`config.mk`:
```
export PLATFORM = sky130hd
export DESIGN_NAME = smc_sleep_ctrl
export DESIGN_NICKNAME = d
export VERILOG_FILES = /design/src/pkg/smc_pkg.sv /design/src/rtl/smc_sleep_ctrl.sv
export VERILOG_INCLUDE_DIRS = /design/src /design/src/pkg
export SDC_FILE = /design/constraint.sdc
export NUM_CORES = 1
export LEC_CHECK = 0
export ABC_AREA = 1
export BUFFER_PORTS_ARGS = -buffer_cell sky130_fd_sc_hd__clkbuf_2
export CAP_MARGIN = 25
export CORE_UTILIZATION = 45
export DETAILED_ROUTE_END_ITERATION = 8
export PLACE_DENSITY = 0.73
export SYNTH_ARGS = -nofsm -noshare
export SYNTH_HDL_FRONTEND = slang
export SYNTH_SLANG_ARGS = --single-unit
```
`constraint.sdc`:
```
create_clock -name clk -period 1.4 [get_ports clk]
set_input_delay 0.14 -clock clk [delete_from_list [all_inputs] [get_ports clk]]
set_output_delay 0.14 -clock clk [all_outputs]
set_load 0.01 [all_outputs]
```
`src/pkg/smc_regs.svh`:
```
`ifndef SMC_REGS_SVH
`define SMC_REGS_SVH

// ----------------------------------------------------------------------
// Register map
// ----------------------------------------------------------------------
`define SMC_ADDR_W          6
`define SMC_CTRL_OFFSET     6'h35
`define SMC_CTRL_RESET      8'h00
`define SMC_DOZE_ARM_BIT    7
`define SMC_MODE_HI_BIT     6
`define SMC_MODE_LO_BIT     4
`define SMC_UNMAPPED_READ   8'h00

// ----------------------------------------------------------------------
// Mode-select encodings
// ----------------------------------------------------------------------
`define SMC_MODE_IDLE       3'h0
`define SMC_MODE_ADC_NR     3'h1
`define SMC_MODE_PWR_DOWN   3'h2
`define SMC_MODE_PWR_SAVE   3'h3
`define SMC_MODE_STANDBY    3'h6

`endif

```
`src/pkg/smc_pkg.sv`:
```
package smc_pkg;

    typedef enum logic [2:0] {
        SMC_IDLE,
        SMC_ADC_NR,
        SMC_PWR_DOWN,
        SMC_PWR_SAVE,
        SMC_STANDBY
    } smc_mode_type;

    typedef struct packed {
        logic cpu_clk_en;
        logic io_clk_en;
        logic sram_clk_en;
        logic timer_clk_en;
        logic spi_clk_en;
        logic irq_clk_en;
        logic adc_clk_en;
        logic async_timer_en;
        logic main_osc_en;
    } smc_gate_type;

endpackage

```
`src/rtl/smc_sleep_ctrl.sv`:
```
// Our own choice: the plain strobed port.
`timescale 1ns/1ps
`include "smc_regs.svh"

// ----------------------------------------------------------------------
// Function
// ----------------------------------------------------------------------
module smc_sleep_ctrl (
    input  wire logic                    clk,
    input  wire logic                    resetn,
    input  wire logic [`SMC_ADDR_W-1:0]  reg_addr,
    input  wire logic [7:0]              reg_wdata,
    input  wire logic                    reg_wr,
    input  wire logic                    reg_rd,
    output logic      [7:0]              reg_rdata,
    input  wire logic                    sleep_instr,
    input  wire logic                    wake_irq,
    output smc_pkg::smc_gate_type        gates,
    output logic                         asleep
);

    // ------------------------------------------------------------------
    // Wake request synchroniser
    // ------------------------------------------------------------------
    // The wake line comes from interrupt pins, so it crosses in.
    logic wake_s1_r;
    logic wake_s2_r;

    always_ff @(posedge clk or negedge resetn) begin
        if (!resetn) begin
            wake_s1_r <= 1'b0;
            wake_s2_r <= 1'b0;
        end else begin
            wake_s1_r <= wake_irq;
            wake_s2_r <= wake_s1_r;
        end
    end

    // ------------------------------------------------------------------
    // Control register
    // ------------------------------------------------------------------
    logic [7:0] ctrl_r;
    logic [7:0] ctrl_nxt;
    logic [7:0] rdata_r;
    logic [7:0] rdata_nxt;
    logic [2:0] pick;

    assign pick = ctrl_r[`SMC_MODE_HI_BIT:`SMC_MODE_LO_BIT];

    always_comb begin
        ctrl_nxt  = ctrl_r;
        rdata_nxt = `SMC_UNMAPPED_READ;
        if (reg_wr && reg_addr == `SMC_CTRL_OFFSET) begin
            ctrl_nxt = reg_wdata;
        end
        if (reg_rd && reg_addr == `SMC_CTRL_OFFSET) begin
            rdata_nxt = ctrl_r;
        end
    end

    always_ff @(posedge clk or negedge resetn) begin
        if (!resetn) begin
            ctrl_r  <= `SMC_CTRL_RESET;
            rdata_r <= `SMC_UNMAPPED_READ;
        end else begin
            ctrl_r  <= ctrl_nxt;
            rdata_r <= rdata_nxt;
        end
    end

    assign reg_rdata = rdata_r;

    // ------------------------------------------------------------------
    // Mode decode
    // ------------------------------------------------------------------
    // Reserved encodings are not a sixth mode: a sleep instruction
    // with one of them selected is ignored, keeping exactly five.
    smc_pkg::smc_mode_type pick_mode;
    logic                  pick_ok;

    always_comb begin
        pick_ok   = 1'b1;
        pick_mode = smc_pkg::SMC_IDLE;
        case (pick)
            `SMC_MODE_IDLE:     pick_mode = smc_pkg::SMC_IDLE;
            `SMC_MODE_ADC_NR:   pick_mode = smc_pkg::SMC_ADC_NR;
            `SMC_MODE_PWR_DOWN: pick_mode = smc_pkg::SMC_PWR_DOWN;
            `SMC_MODE_PWR_SAVE: pick_mode = smc_pkg::SMC_PWR_SAVE;
            `SMC_MODE_STANDBY:  pick_mode = smc_pkg::SMC_STANDBY;
            default:            pick_ok   = 1'b0;
        endcase
    end

    // ------------------------------------------------------------------
    // Sleep state and clock gates
    // ------------------------------------------------------------------
    smc_pkg::smc_mode_type mode_r;
    smc_pkg::smc_mode_type mode_nxt;
    logic                  asleep_r;
    logic                  asleep_nxt;
    smc_pkg::smc_gate_type gates_r;
    smc_pkg::smc_gate_type gates_nxt;
    logic                  enter;

    assign enter = sleep_instr && ctrl_r[`SMC_DOZE_ARM_BIT] && pick_ok
                   && !asleep_r;

    always_comb begin
        mode_nxt   = mode_r;
        asleep_nxt = asleep_r;
        if (asleep_r && wake_s2_r) begin
            asleep_nxt = 1'b0;
        end else if (enter) begin
            asleep_nxt = 1'b1;
            mode_nxt   = pick_mode;
        end
        gates_nxt = '1;
        if (asleep_nxt) begin
            gates_nxt = '0;
            case (mode_nxt)
                smc_pkg::SMC_IDLE: begin
                    gates_nxt              = '1;
                    gates_nxt.cpu_clk_en   = 1'b0;
                end
                smc_pkg::SMC_ADC_NR: begin
                    gates_nxt.adc_clk_en     = 1'b1;
                    gates_nxt.async_timer_en = 1'b1;
                    gates_nxt.main_osc_en    = 1'b1;
                end
                smc_pkg::SMC_PWR_DOWN: begin
                    gates_nxt = '0;
                end
                smc_pkg::SMC_PWR_SAVE: begin
                    gates_nxt.async_timer_en = 1'b1;
                end
                smc_pkg::SMC_STANDBY: begin
                    gates_nxt.main_osc_en = 1'b1;
                end
                default: gates_nxt = '0;
            endcase
        end
    end

    always_ff @(posedge clk or negedge resetn) begin
        if (!resetn) begin
            mode_r   <= smc_pkg::SMC_IDLE;
            asleep_r <= 1'b0;
            gates_r  <= '1;
        end else begin
            mode_r   <= mode_nxt;
            asleep_r <= asleep_nxt;
            gates_r  <= gates_nxt;
        end
    end

    assign gates  = gates_r;
    assign asleep = asleep_r;

    // ------------------------------------------------------------------
    // Checks
    // ------------------------------------------------------------------
    idle_gates_a: assert property (
        @(posedge clk) disable iff (!resetn)
        asleep_r && mode_r == smc_pkg::SMC_IDLE |->
            !gates_r.cpu_clk_en && gates_r.sram_clk_en
            && gates_r.timer_clk_en && gates_r.spi_clk_en
            && gates_r.irq_clk_en)
        else $error("Idle mode gates wrong");

    pdown_gates_a: assert property (
        @(posedge clk) disable iff (!resetn)
        asleep_r && mode_r == smc_pkg::SMC_PWR_DOWN |-> gates_r == '0)
        else $error("Power-down left a clock running");

    psave_gates_a: assert property (
        @(posedge clk) disable iff (!resetn)
        asleep_r && mode_r == smc_pkg::SMC_PWR_SAVE |->
            gates_r.async_timer_en && !gates_r.main_osc_en
            && !gates_r.cpu_clk_en)
        else $error("Power-save gates wrong");

    adcnr_gates_a: assert property (
        @(posedge clk) disable iff (!resetn)
        asleep_r && mode_r == smc_pkg::SMC_ADC_NR |->
            gates_r.adc_clk_en && gates_r.async_timer_en
            && !gates_r.io_clk_en && !gates_r.cpu_clk_en)
        else $error("Noise reduction gates wrong");

    stby_gates_a: assert property (
        @(posedge clk) disable iff (!resetn)
        asleep_r && mode_r == smc_pkg::SMC_STANDBY |->
            gates_r.main_osc_en && !gates_r.cpu_clk_en
            && !gates_r.async_timer_en)
        else $error("Standby gates wrong");

    bad_pick_a: assert property (
        @(posedge clk) disable iff (!resetn)
        !asleep_r && sleep_instr && !pick_ok |=> !asleep_r)
        else $error("Reserved mode entered sleep");

    unarmed_a: assert property (
        @(posedge clk) disable iff (!resetn)
        !asleep_r && !ctrl_r[`SMC_DOZE_ARM_BIT] |=> !asleep_r)
        else $error("Sleep entered without arm bit");

    armed_enter_a: assert property (
        @(posedge clk) disable iff (!resetn)
        enter |=> asleep_r && !gates_r.cpu_clk_en)
        else $error("Armed sleep not entered");

    awake_run_a: assert property (
        @(posedge clk) disable iff (!resetn)
        $fell(asleep_r) |-> gates_r == '1)
        else $error("Wake left clocks gated");

    // A sleeping controller leaves its mode only on a synchronised wake or a reset.
    sleep_hold_a: assert property (
        @(posedge clk) disable iff (!resetn)
        asleep_r && !wake_s2_r |=> asleep_r && $stable(mode_r))
        else $error("Sleep left without wake");

    wake_exit_a: assert property (
        @(posedge clk) disable iff (!resetn)
        asleep_r && wake_s2_r |=> !asleep_r)
        else $error("Wake did not end sleep");

endmodule

```
==> results of run 1 <==
-- metal layers --
layer  track usage (%)  wire [µm]
met1              18.6        768
met5                 0          0
met3              5.06         94
met2              30.3        918
met4              4.50         13
-- path summary, 6_finish.rpt --
path	start	end	slack [ps]
min	reg_wdata[1]	ctrl_r[1]	60
max	gates[7]	gates[7]	240
max in group asynchronous	resetn	reg_rdata[0]	630
max reg2reg	asleep	gates[0]	270
min reg2reg	wake_s1_r	wake_s2_r	370
min in group asynchronous	resetn	mode_r[2]	360
-- where the power goes --
group / leakage, µW / internal, µW / switching [µW]
logic: 0.000412 / 165 / 271
registers: 0.000314 / 916 / 48.7
clock network: 0.0000177 / 107 / 214
-- layout by cell type, fill, tap and decap left out, drive strengths merged --
master       synthesis  routed
nand3b               1       1
nand2               24      24
dfstp                5       5
nand3                7       7
clkbuf               0      40
a21oi                8       8
dlygate4sd3          0       2
inv                 15      15
dfrtp               22      22
nor2                19      19
clkinv               0       1
-- through the flow --
step	total power, µW	hold slack (ps)
after floorplan	1300	-156
after global placement	1400	185
after detailed placement	1420	197
after CTS	1750	49.0
after global routing	1830	62.9
final	1720	58.3
-- timing repair --
action | CTS | global route
buffers inserted | 0 | 0
hold endpoints to repair | 23 | 0
gates resized for setup | 0 | 0
hold buffers | 2 | 0
-- flip-flops by register name (all words and copies together) (netlist names) --
register   cells
asleep         1
ctrl_r         8
gates          5
mode_r         3
reg_rdata      8
wake_s1_r      1
wake_s2_r      1
-- layout make-up --
class,instances,area [µm²],area share [%]
Clock buffer,3,22.5,1.70
Timing Repair Buffer,39,205,15.5
Tap cell,28,35.0,2.64
Sequential cell,27,682,51.5
Multi-Input combinational cell,59,319,24.1
Clock inverter,1,5.00,0.378
Inverter,15,56.3,4.25
-- logic make-up (layout without fill, tap and decap cells) --
kind of cell / count (synthesis) / after routing / synth area share (%)
AOI/OAI and AO/OA: 8 / 8 / 6.38
buffers and inverters: 20 / 58 / 8.88
DFF: 27 / 27 / 62.1
and+or+nand+nor: 51 / 51 / 22.7
==> run_results.csv, run 1 <==
group,metric,value,unit
outcome,run_status,"finished clean",
detailed_routing,first_iter_violations,8,
placement,portBuffers,37,
global_routing,grt_usage,16.7,%
synth,async_reset_ff_share,100,%
cells_and_area,finish.utilization,58.8,%
cells_and_area,synthToLayoutAreaGrowth,20.6,%
worst_setup_path,worstPathCellList,"clkbuf_2",
flow_run,cap_violations,0,
global_routing,antenna_found_initial,0,
clocking,insertion_delay,310,ps
floorplanning,die_x,51.4,µm
detailed_routing,routed_wl,1.79,mm
worst_setup_path,required,1260,ps
cells_and_area,drive_gt1_share,45.1,%
worst_setup_path,slowest_delay,580,ps
placement,gp_congestion,0.744,
synth,ys_seq_area_share,62.1,%
worst_setup_path,critPathKind,"reg -> out",
worst_hold_path,min_path_type,"in -> reg",
worst_hold_path,holdPathStages,3,
synth,synth_flop_cell,"dfrtp_1",
global_routing,grt_max_degree,28,
clocking,cts_tree,"yes",
placement,dp_hpwl,1.40,mm
synth,synth.most_common_cell,"dfrtp_1",
synth,ys_top_cells_by_count,"dfrtp_1, nand2_1, nor2_1",
cells_and_area,final_cell_area,0.00133,mm²
floorplanning,num_rows,17,
clocking,cts.sink_count,27,
timing,setup_ws,235,ps
timing,fin_tns_setup,0,ps
synth,ys_types,16,
clocking,numCtsBuffers,3,
cells_and_area,nets,165,
detailed_routing,avgRoutedWirePerCell,10.4,µm
synth,synth.area.top_cells,"dfrtp_1, dfstp_2, nand2_1, a21oi_2, nor2_1",
synth,yosys.area.top_type,"dfrtp_1",
detailed_routing,first_pass_iters,4,
timing,slew_violations,0,
timing,max_clock_freq,858,MHz
worst_setup_path,r2r_cells,6,
synth,yosysTopAreaCellShare,50.1,%
synth,synth-seq-cells,27,
worst_setup_path,cp-start-kind,"flip-flop",
worst_setup_path,cp_slowest_cell,"dfstp_2",
detailed_routing,num_vias,790,
timing,clock_skew,3.20,ps
synth,synth_area,0.00110,mm²
global_routing,grt_pass1_vias,817,
global_routing,grt_pass1_wl,3.26,mm
timing,period_share,83.2,%
floorplanning,floorplan.die_area,0.00264,mm²
power,leakagePower,0.000744,µW
worst_setup_path,cp.depth,1,
clocking,cts.htree.levels,1,
clocking,clkTransAtPathRegs,140,ps
detailed_routing,viasPerCell,4.59,
timing,tightest_slew,639,ps
detailed_routing,ant_nets,0,
worst_setup_path,crit_path_end_kind,"primary output",
worst_setup_path,crit_arrival,1020,ps
placement,placed_cell_area,0.00128,mm²
cells_and_area,antenna_cells,0,
placement,dp_cells,166,
placement,dpl_worst_slack,289,ps
worst_setup_path,crit_fanout,5,
worst_setup_path,cpLargestDelayFamily,"flip-flops",
cells_and_area,fill_cells,229,
power,peakVddDrop,0.850,mV
floorplanning,core,0.00225,mm²
floorplanning,io_pins,38,
timing,hold_violations,0,
detailed_routing,drc,0,
clocking,clockRootBuffer,"clkbuf_4",
timing,max_slew_margin,57.4,%
synth,synth_edf_count,0,
global_routing,grt_overflow,0,
worst_setup_path,path_buf_inv,1,
power,p_per_area,1300,mW/mm²
floorplanning,initial_core_util,48.7,%
cells_and_area,layout.cells.non_filler,172,
synth,syn_area_per_cell,10.4,µm²
floorplanning,die_h,51.4,µm
synth,synthCells,106,
timing,setup_viol,0,
synth,syn_nets,126,
timing,final.min_clock_period,1160,ps
timing,grt_setup_unrepaired,"false",
synth,ys_warn_count,0,
clocking,cts_buffer_depth,2,
(Power assumes the default switching activity.)
==> run 2: changes to the inputs <==
--- a/config.mk
+++ b/config.mk
@@ -9,7 +9,7 @@
 export ABC_AREA = 1
 export BUFFER_PORTS_ARGS = -buffer_cell sky130_fd_sc_hd__clkbuf_2
 export CAP_MARGIN = 25
-export CORE_UTILIZATION = 45
+export CORE_UTILIZATION = 43
 export DETAILED_ROUTE_END_ITERATION = 8
 export PLACE_DENSITY = 0.73
 export SYNTH_ARGS = -nofsm -noshare
==> constraint.sdc (replaced) <==
create_clock -name clk -period 0.9 [get_ports clk]
set_input_delay 0.09 -clock clk [delete_from_list [all_inputs] [get_ports clk]]
set_output_delay 0.09 -clock clk [all_outputs]
set_load 0.01 [all_outputs]
==> run_results.csv, run 2 (synthesized netlist as in run 1, its figures left out) <==
group,metric,value,unit
power,peakVddDrop,1.46,mV
worst_setup_path,slowest_delay,420,ps
worst_setup_path,cp-startpoint,"ctrl_r[4]",
floorplanning,io_pins,38,
global_routing,grt_pass1_vias,854,
global_routing,antenna_found_initial,0,
clocking,clkTransAtPathRegs,150,ps
detailed_routing,viasPerCell,4.61,
outcome,violations,"setup timing",
power,finalPower,3060,µW
detailed_routing,drc,0,
floorplanning,die_h,52.5,µm
clocking,cts.sink_count,27,
worst_setup_path,r2r_start,"ctrl_r[4]",
power,p_clk_share,17.1,%
timing,hold_violations,0,
floorplanning,num_rows,17,
cells_and_area,antenna_cells,0,
timing,grt_setup_unrepaired,"true",
detailed_routing,ant_nets,0,
worst_setup_path,critPathKind,"reg -> reg",
floorplanning,floorplan.die_area,0.00276,mm²
worst_setup_path,cpLargestDelayFamily,"simple AND/OR/NAND/NOR gates",
cells_and_area,drive_gt1_share,55.4,%
placement,placed_cell_area,0.00133,mm²
cells_and_area,final_common_cell,"clkbuf_2",
power,leakagePower,0.000820,µW
detailed_routing,first_iter_violations,5,
outcome,run_status,"finished with violations",
timing,fin_tns_setup,-3260,ps
worst_setup_path,crit_fanout,5,
detailed_routing,avgRoutedWirePerCell,10.7,µm
clocking,cts.htree.levels,1,
worst_setup_path,crit_arrival,1390,ps
power,p_per_area,1990,mW/mm²
detailed_routing,first_pass_iters,3,
clocking,clockRootBuffer,"clkbuf_4",
timing,setup_viol,27,
cells_and_area,synthToLayoutAreaGrowth,39.5,%
timing,period_share,124,%
flow_run,cap_violations,0,
clocking,cts_buffer_depth,2,
power,p_seq_share,49.5,%
global_routing,grt_overflow,0,
worst_setup_path,worst_path_most_repeated_cell,"nand2_4",
floorplanning,initial_core_util,47.4,%
worst_hold_path,min_path_type,"in -> reg",
worst_setup_path,worstPathCellList,"inv_2 -> nand2_1 -> nand2_2 -> nand2_4 -> nand2_4 -> nand2_4 -> nand2_1 -> nand3_2",
worst_setup_path,cp_slowest_cell,"dfrtp_1",
power,switchingPower,1000,µW
timing,slew_violations,0,
worst_setup_path,required,1170,ps
worst_setup_path,path_buf_inv,1,
worst_hold_path,hold_start,"reg_wdata[5]",
power,power.internal,2050,µW
timing,setup_ws,-219,ps
floorplanning,core,0.00232,mm²
clocking,insertion_delay,320,ps
global_routing,grt_pass1_wl,3.27,mm
power,switching_share,32.8,%
floorplanning,die_x,52.5,µm
timing,max_slew_margin,78.2,%
placement,dp_hpwl,1.38,mm
global_routing,grt_max_degree,28,
timing,final.min_clock_period,1120,ps
cells_and_area,nets,178,
global_routing,grt_usage,16.6,%
cells_and_area,final_cell_area,0.00153,mm²
placement,gp_congestion,0.861,
power,power.share.combinational,33.4,%
timing,clock_skew,4.89,ps
clocking,cts_tree,"yes",
detailed_routing,num_vias,852,
timing,tightest_slew,327,ps
worst_setup_path,crit_path_end_kind,"flip-flop",
placement,portBuffers,37,
cells_and_area,mostFrequentLayoutCells,"clkbuf_2, dfrtp_1, nor2_1, nand2_1, inv_1",
detailed_routing,routed_wl,1.98,mm
clocking,numCtsBuffers,3,
worst_setup_path,cp-start-kind,"flip-flop",
timing,max_clock_freq,894,MHz
## run 2: routing by layer
metal | wire [µm] | global-route usage (%) | vias to the layer above
li1 | - | - | 418
met1 | 786 | 16.6 | 404
met2 | 1080 | 31.9 | 28
met3 | 104 | 4.06 | 2
met4 | 13 | 6.58 | 0
met5 | 0 | 0 | -
## run 2: per-stage QoR
| step | cells | setup slack (ps) | hold slack (ps) | utilization, % |
|---|---|---|---|---|
| 3_3_place_gp | 172 | -111 | 94.8 | 57.3 |
| 3_5_place_dp | 172 | -163 | 97.5 | 57.3 |
| 4_1_cts | 184 | -239 | 0.919 | 63.4 |
| 6_report | 185 | -219 | 2.04 | 66.1 |
| 2_1_floorplan | 106 | -104 | -206 | - |
| 5_1_grt | 185 | -285 | 4.11 | 66.1 |
## run 2: tightest hold or removal path: stages
cell and delay (ps):
clkbuf_2 80, nor2_1 40, a21oi_2 80
## run 2: path summary, 6_finish.rpt
check | to | slack, ps | depth (start not counted)
setup / recovery | gates[0] | -220 | 8
hold / removal | ctrl_r[5] | 2 | 3
setup reg to reg | gates[0] | -220 | 8
hold reg to reg | wake_s2_r | 380 | 0
max in group asynchronous | gates[8] | 340 | 3
min in group asynchronous | ctrl_r[1] | 270 | 3
## run 2: final cells by class
type | count | area (µm²)
Fill cell | 196 | 786
Inverter | 15 | 56.3
Multi-Input combinational cell | 59 | 382
Tap cell | 28 | 35.0
Clock buffer | 3 | 22.5
Timing Repair Buffer | 52 | 348
Sequential cell | 27 | 682
Clock inverter | 1 | 7.51
## run 2: timing repair
item,in CTS,in global routing
endpoints found under the hold margin,27,0
gates resized for setup,11,22
hold buffers,6,0
endpoints found under the setup margin,27,29
pin swaps,9,6
buffers inserted,2,1
## run 2: power by group through the flow
stage	sequential, µW	combinational [µW]	clock (µW)
floorplan	1550	487	0
global placement	1520	725	0
detailed placement	1530	738	0
CTS	1510	852	536
global route	1540	1130	571
finish	1510	1020	522
==> run 3: changes to the inputs <==
--- a/config.mk
+++ b/config.mk
@@ -9,9 +9,11 @@
 export ABC_AREA = 1
 export BUFFER_PORTS_ARGS = -buffer_cell sky130_fd_sc_hd__clkbuf_2
 export CAP_MARGIN = 25
-export CORE_UTILIZATION = 43
+export CELL_PAD_IN_SITES_DETAIL_PLACEMENT = 0
+export CELL_PAD_IN_SITES_GLOBAL_PLACEMENT = 1
+export CORE_UTILIZATION = 32
 export DETAILED_ROUTE_END_ITERATION = 8
-export PLACE_DENSITY = 0.73
+export PLACE_DENSITY_LB_ADDON = 0.1
 export SYNTH_ARGS = -nofsm -noshare
 export SYNTH_HDL_FRONTEND = slang
 export SYNTH_SLANG_ARGS = --single-unit
==> run_results.csv, run 3 (synthesized netlist as in run 1, its figures left out) <==
group,metric,value,unit
outcome,run_status,"finished with violations",
outcome,violations,"setup timing",
floorplanning,initial_core_util,34.8,%
cells_and_area,fill_cells,311,
floorplanning,io_pins,38,
power,power.share.combinational,35.6,%
detailed_routing,viasPerCell,4.14,
worst_hold_path,hold_start,"reg_wdata[2]",
worst_setup_path,slowest_delay,580,ps
timing,final.min_clock_period,1110,ps
clocking,clockRootBuffer,"clkbuf_4",
clocking,cts.htree.levels,1,
worst_setup_path,required,810,ps
timing,period_share,124,%
floorplanning,die_x,60.6,µm
timing,setup_ws,-212,ps
power,peakVddDrop,0.806,mV
worst_setup_path,cp-start-kind,"flip-flop",
worst_setup_path,reg2reg_to,"gates[1]",
power,leakagePower,0.000843,µW
timing,fin_tns_setup,-3190,ps
global_routing,grt_overflow,0,
detailed_routing,avgRoutedWirePerCell,10.0,µm
floorplanning,floorplan.die_area,0.00367,mm²
clocking,cts_tree,"yes",
cells_and_area,layout.cells.non_filler,203,
worst_hold_path,min_path_type,"in -> reg",
worst_setup_path,crit_path_end_kind,"primary output",
worst_setup_path,crit_fanout,5,
clocking,clkTransAtPathRegs,130,ps
worst_setup_path,r2r_start,"ctrl_r[7]",
placement,portBuffers,37,
worst_setup_path,critPathKind,"reg -> out",
worst_setup_path,rrSetupSlack,-210,ps
timing,clock_skew,3.94,ps
floorplanning,num_rows,20,
cells_and_area,antenna_cells,0,
timing,hold_ws,14.5,ps
worst_setup_path,path_buf_inv,1,
cells_and_area,multi_input_area,410,µm²
floorplanning,core,0.00315,mm²
cells_and_area,regArea,682,µm²
global_routing,grt_max_degree,28,
worst_hold_path,holdPathStages,3,
placement,gp_congestion,0.759,
placement,placed_cell_area,0.00137,mm²
cells_and_area,final_common_cell,"clkbuf_2",
detailed_routing,num_vias,841,
clocking,insertion_delay,310,ps
global_routing,grt_pass1_vias,831,
timing,max_slew_margin,82.7,%
cells_and_area,synthToLayoutAreaGrowth,48.3,%
worst_hold_path,holdPathEnd,"ctrl_r[2]",
placement,dp_hpwl,1.40,mm
worst_setup_path,r2r_cells,7,
timing,tightest_slew,258,ps
detailed_routing,first_pass_iters,3,
power,power.internal,2110,µW
placement,dp_cells,189,
worst_setup_path,cp_slowest_cell,"dfstp_2",
power,p_per_area,1920,mW/mm²
cells_and_area,drive_gt1_share,57.2,%
floorplanning,die_h,60.6,µm
flow_run,cap_violations,0,
detailed_routing,first_iter_violations,10,
timing,grt_setup_unrepaired,"true",
global_routing,grt_pass1_wl,3.45,mm
timing,hold_violations,0,
worst_setup_path,cpLargestDelayFamily,"flip-flops",
power,p_seq_share,48.4,%
detailed_routing,routed_wl,2.04,mm
cells_and_area,nets,180,
timing,max_clock_freq,899,MHz
detailed_routing,ant_nets,0,
timing,slew_violations,0,
power,switchingPower,1030,µW
power,p_clk_share,16.0,%
clocking,numCtsBuffers,3,
global_routing,antenna_found_initial,0,
worst_setup_path,crit_arrival,1020,ps
power,switching_share,32.8,%
clocking,cts.sink_count,27,
global_routing,grt_usage,13.1,%
cells_and_area,mostFrequentLayoutCells,"clkbuf_2, dfrtp_1, nor2_1, inv_1",
detailed_routing,drc,0,
clocking,cts_buffer_depth,2,
cells_and_area,final_cell_area,0.00163,mm²
worst_setup_path,worstPathCellList,"buf_2",
timing,setup_viol,26,
==> run 3: metal layers <==
layer / GRT usage (%) / part of all wire, % / up-vias
met5: 0 / 0 / -
met4: 6.82 / 0.83 / 0
met3: 2.56 / 2.8 / 2
met2: 23.4 / 54 / 17
met1: 14.7 / 42 / 399
li1: - / - / 423
==> run 3: worst max path at each step <==
| stage | startpoint | to | slack [ps] | cells after the start |
|---|---|---|---|---|
| floorplan | asleep | gates[0] | -100 | 6 |
| global placement | ctrl_r[6] | gates[1] | -130 | 6 |
| detailed placement | ctrl_r[7] | gates[0] | -170 | 7 |
| CTS | gates[7] | gates[6] | -240 | 1 |
| global route | ctrl_r[7] | gates[1] | -290 | 7 |
| finish | gates[7] | gates[3] | -210 | 1 |
==> run 3: power by group through the flow <==
| stage | logic (µW) | clock network (µW) | registers [µW] |
|---|---|---|---|
| finish | 1120 | 501 | 1520 |
| floorplan | 487 | 0 | 1550 |
| global route | 1220 | 592 | 1540 |
| CTS | 1010 | 543 | 1510 |
| detailed placement | 766 | 0 | 1530 |
| global placement | 756 | 0 | 1520 |
==> run 3: metrics by stage <==
stage	total power, µW	util (%)	worst slack, ps
3_5_place_dp	2290	43.4	-169
3_3_place_gp	2280	43.4	-132
5_1_grt	3350	51.7	-294
4_1_cts	3060	49.3	-239
6_report	3140	51.7	-212
2_1_floorplan	2040	-	-104
==> run 3: layout make-up <==
| cell class | instances | share of cell area [%] |
|---|---|---|
| repair buffers | 54 | 24.5 |
| well taps | 44 | 3.38 |
| inverters | 15 | 3.46 |
| clock buffers | 4 | 1.61 |
| flip-flops and latches | 27 | 41.9 |
| multi-input cells | 59 | 25.2 |
==> run 3: timing repair <==
action	4_1_cts	5_1_grt
setup endpoints to repair	27	27
resized for setup	23	22
hold buffers	7	2
pin swaps	11	6
buffers inserted	1	0
hold endpoints to repair	33	2
==> run 3: tightest hold or removal path: stages <==
cell,delay [ps]
clkbuf_2,80
nor2_1,40
a21oi_2,90
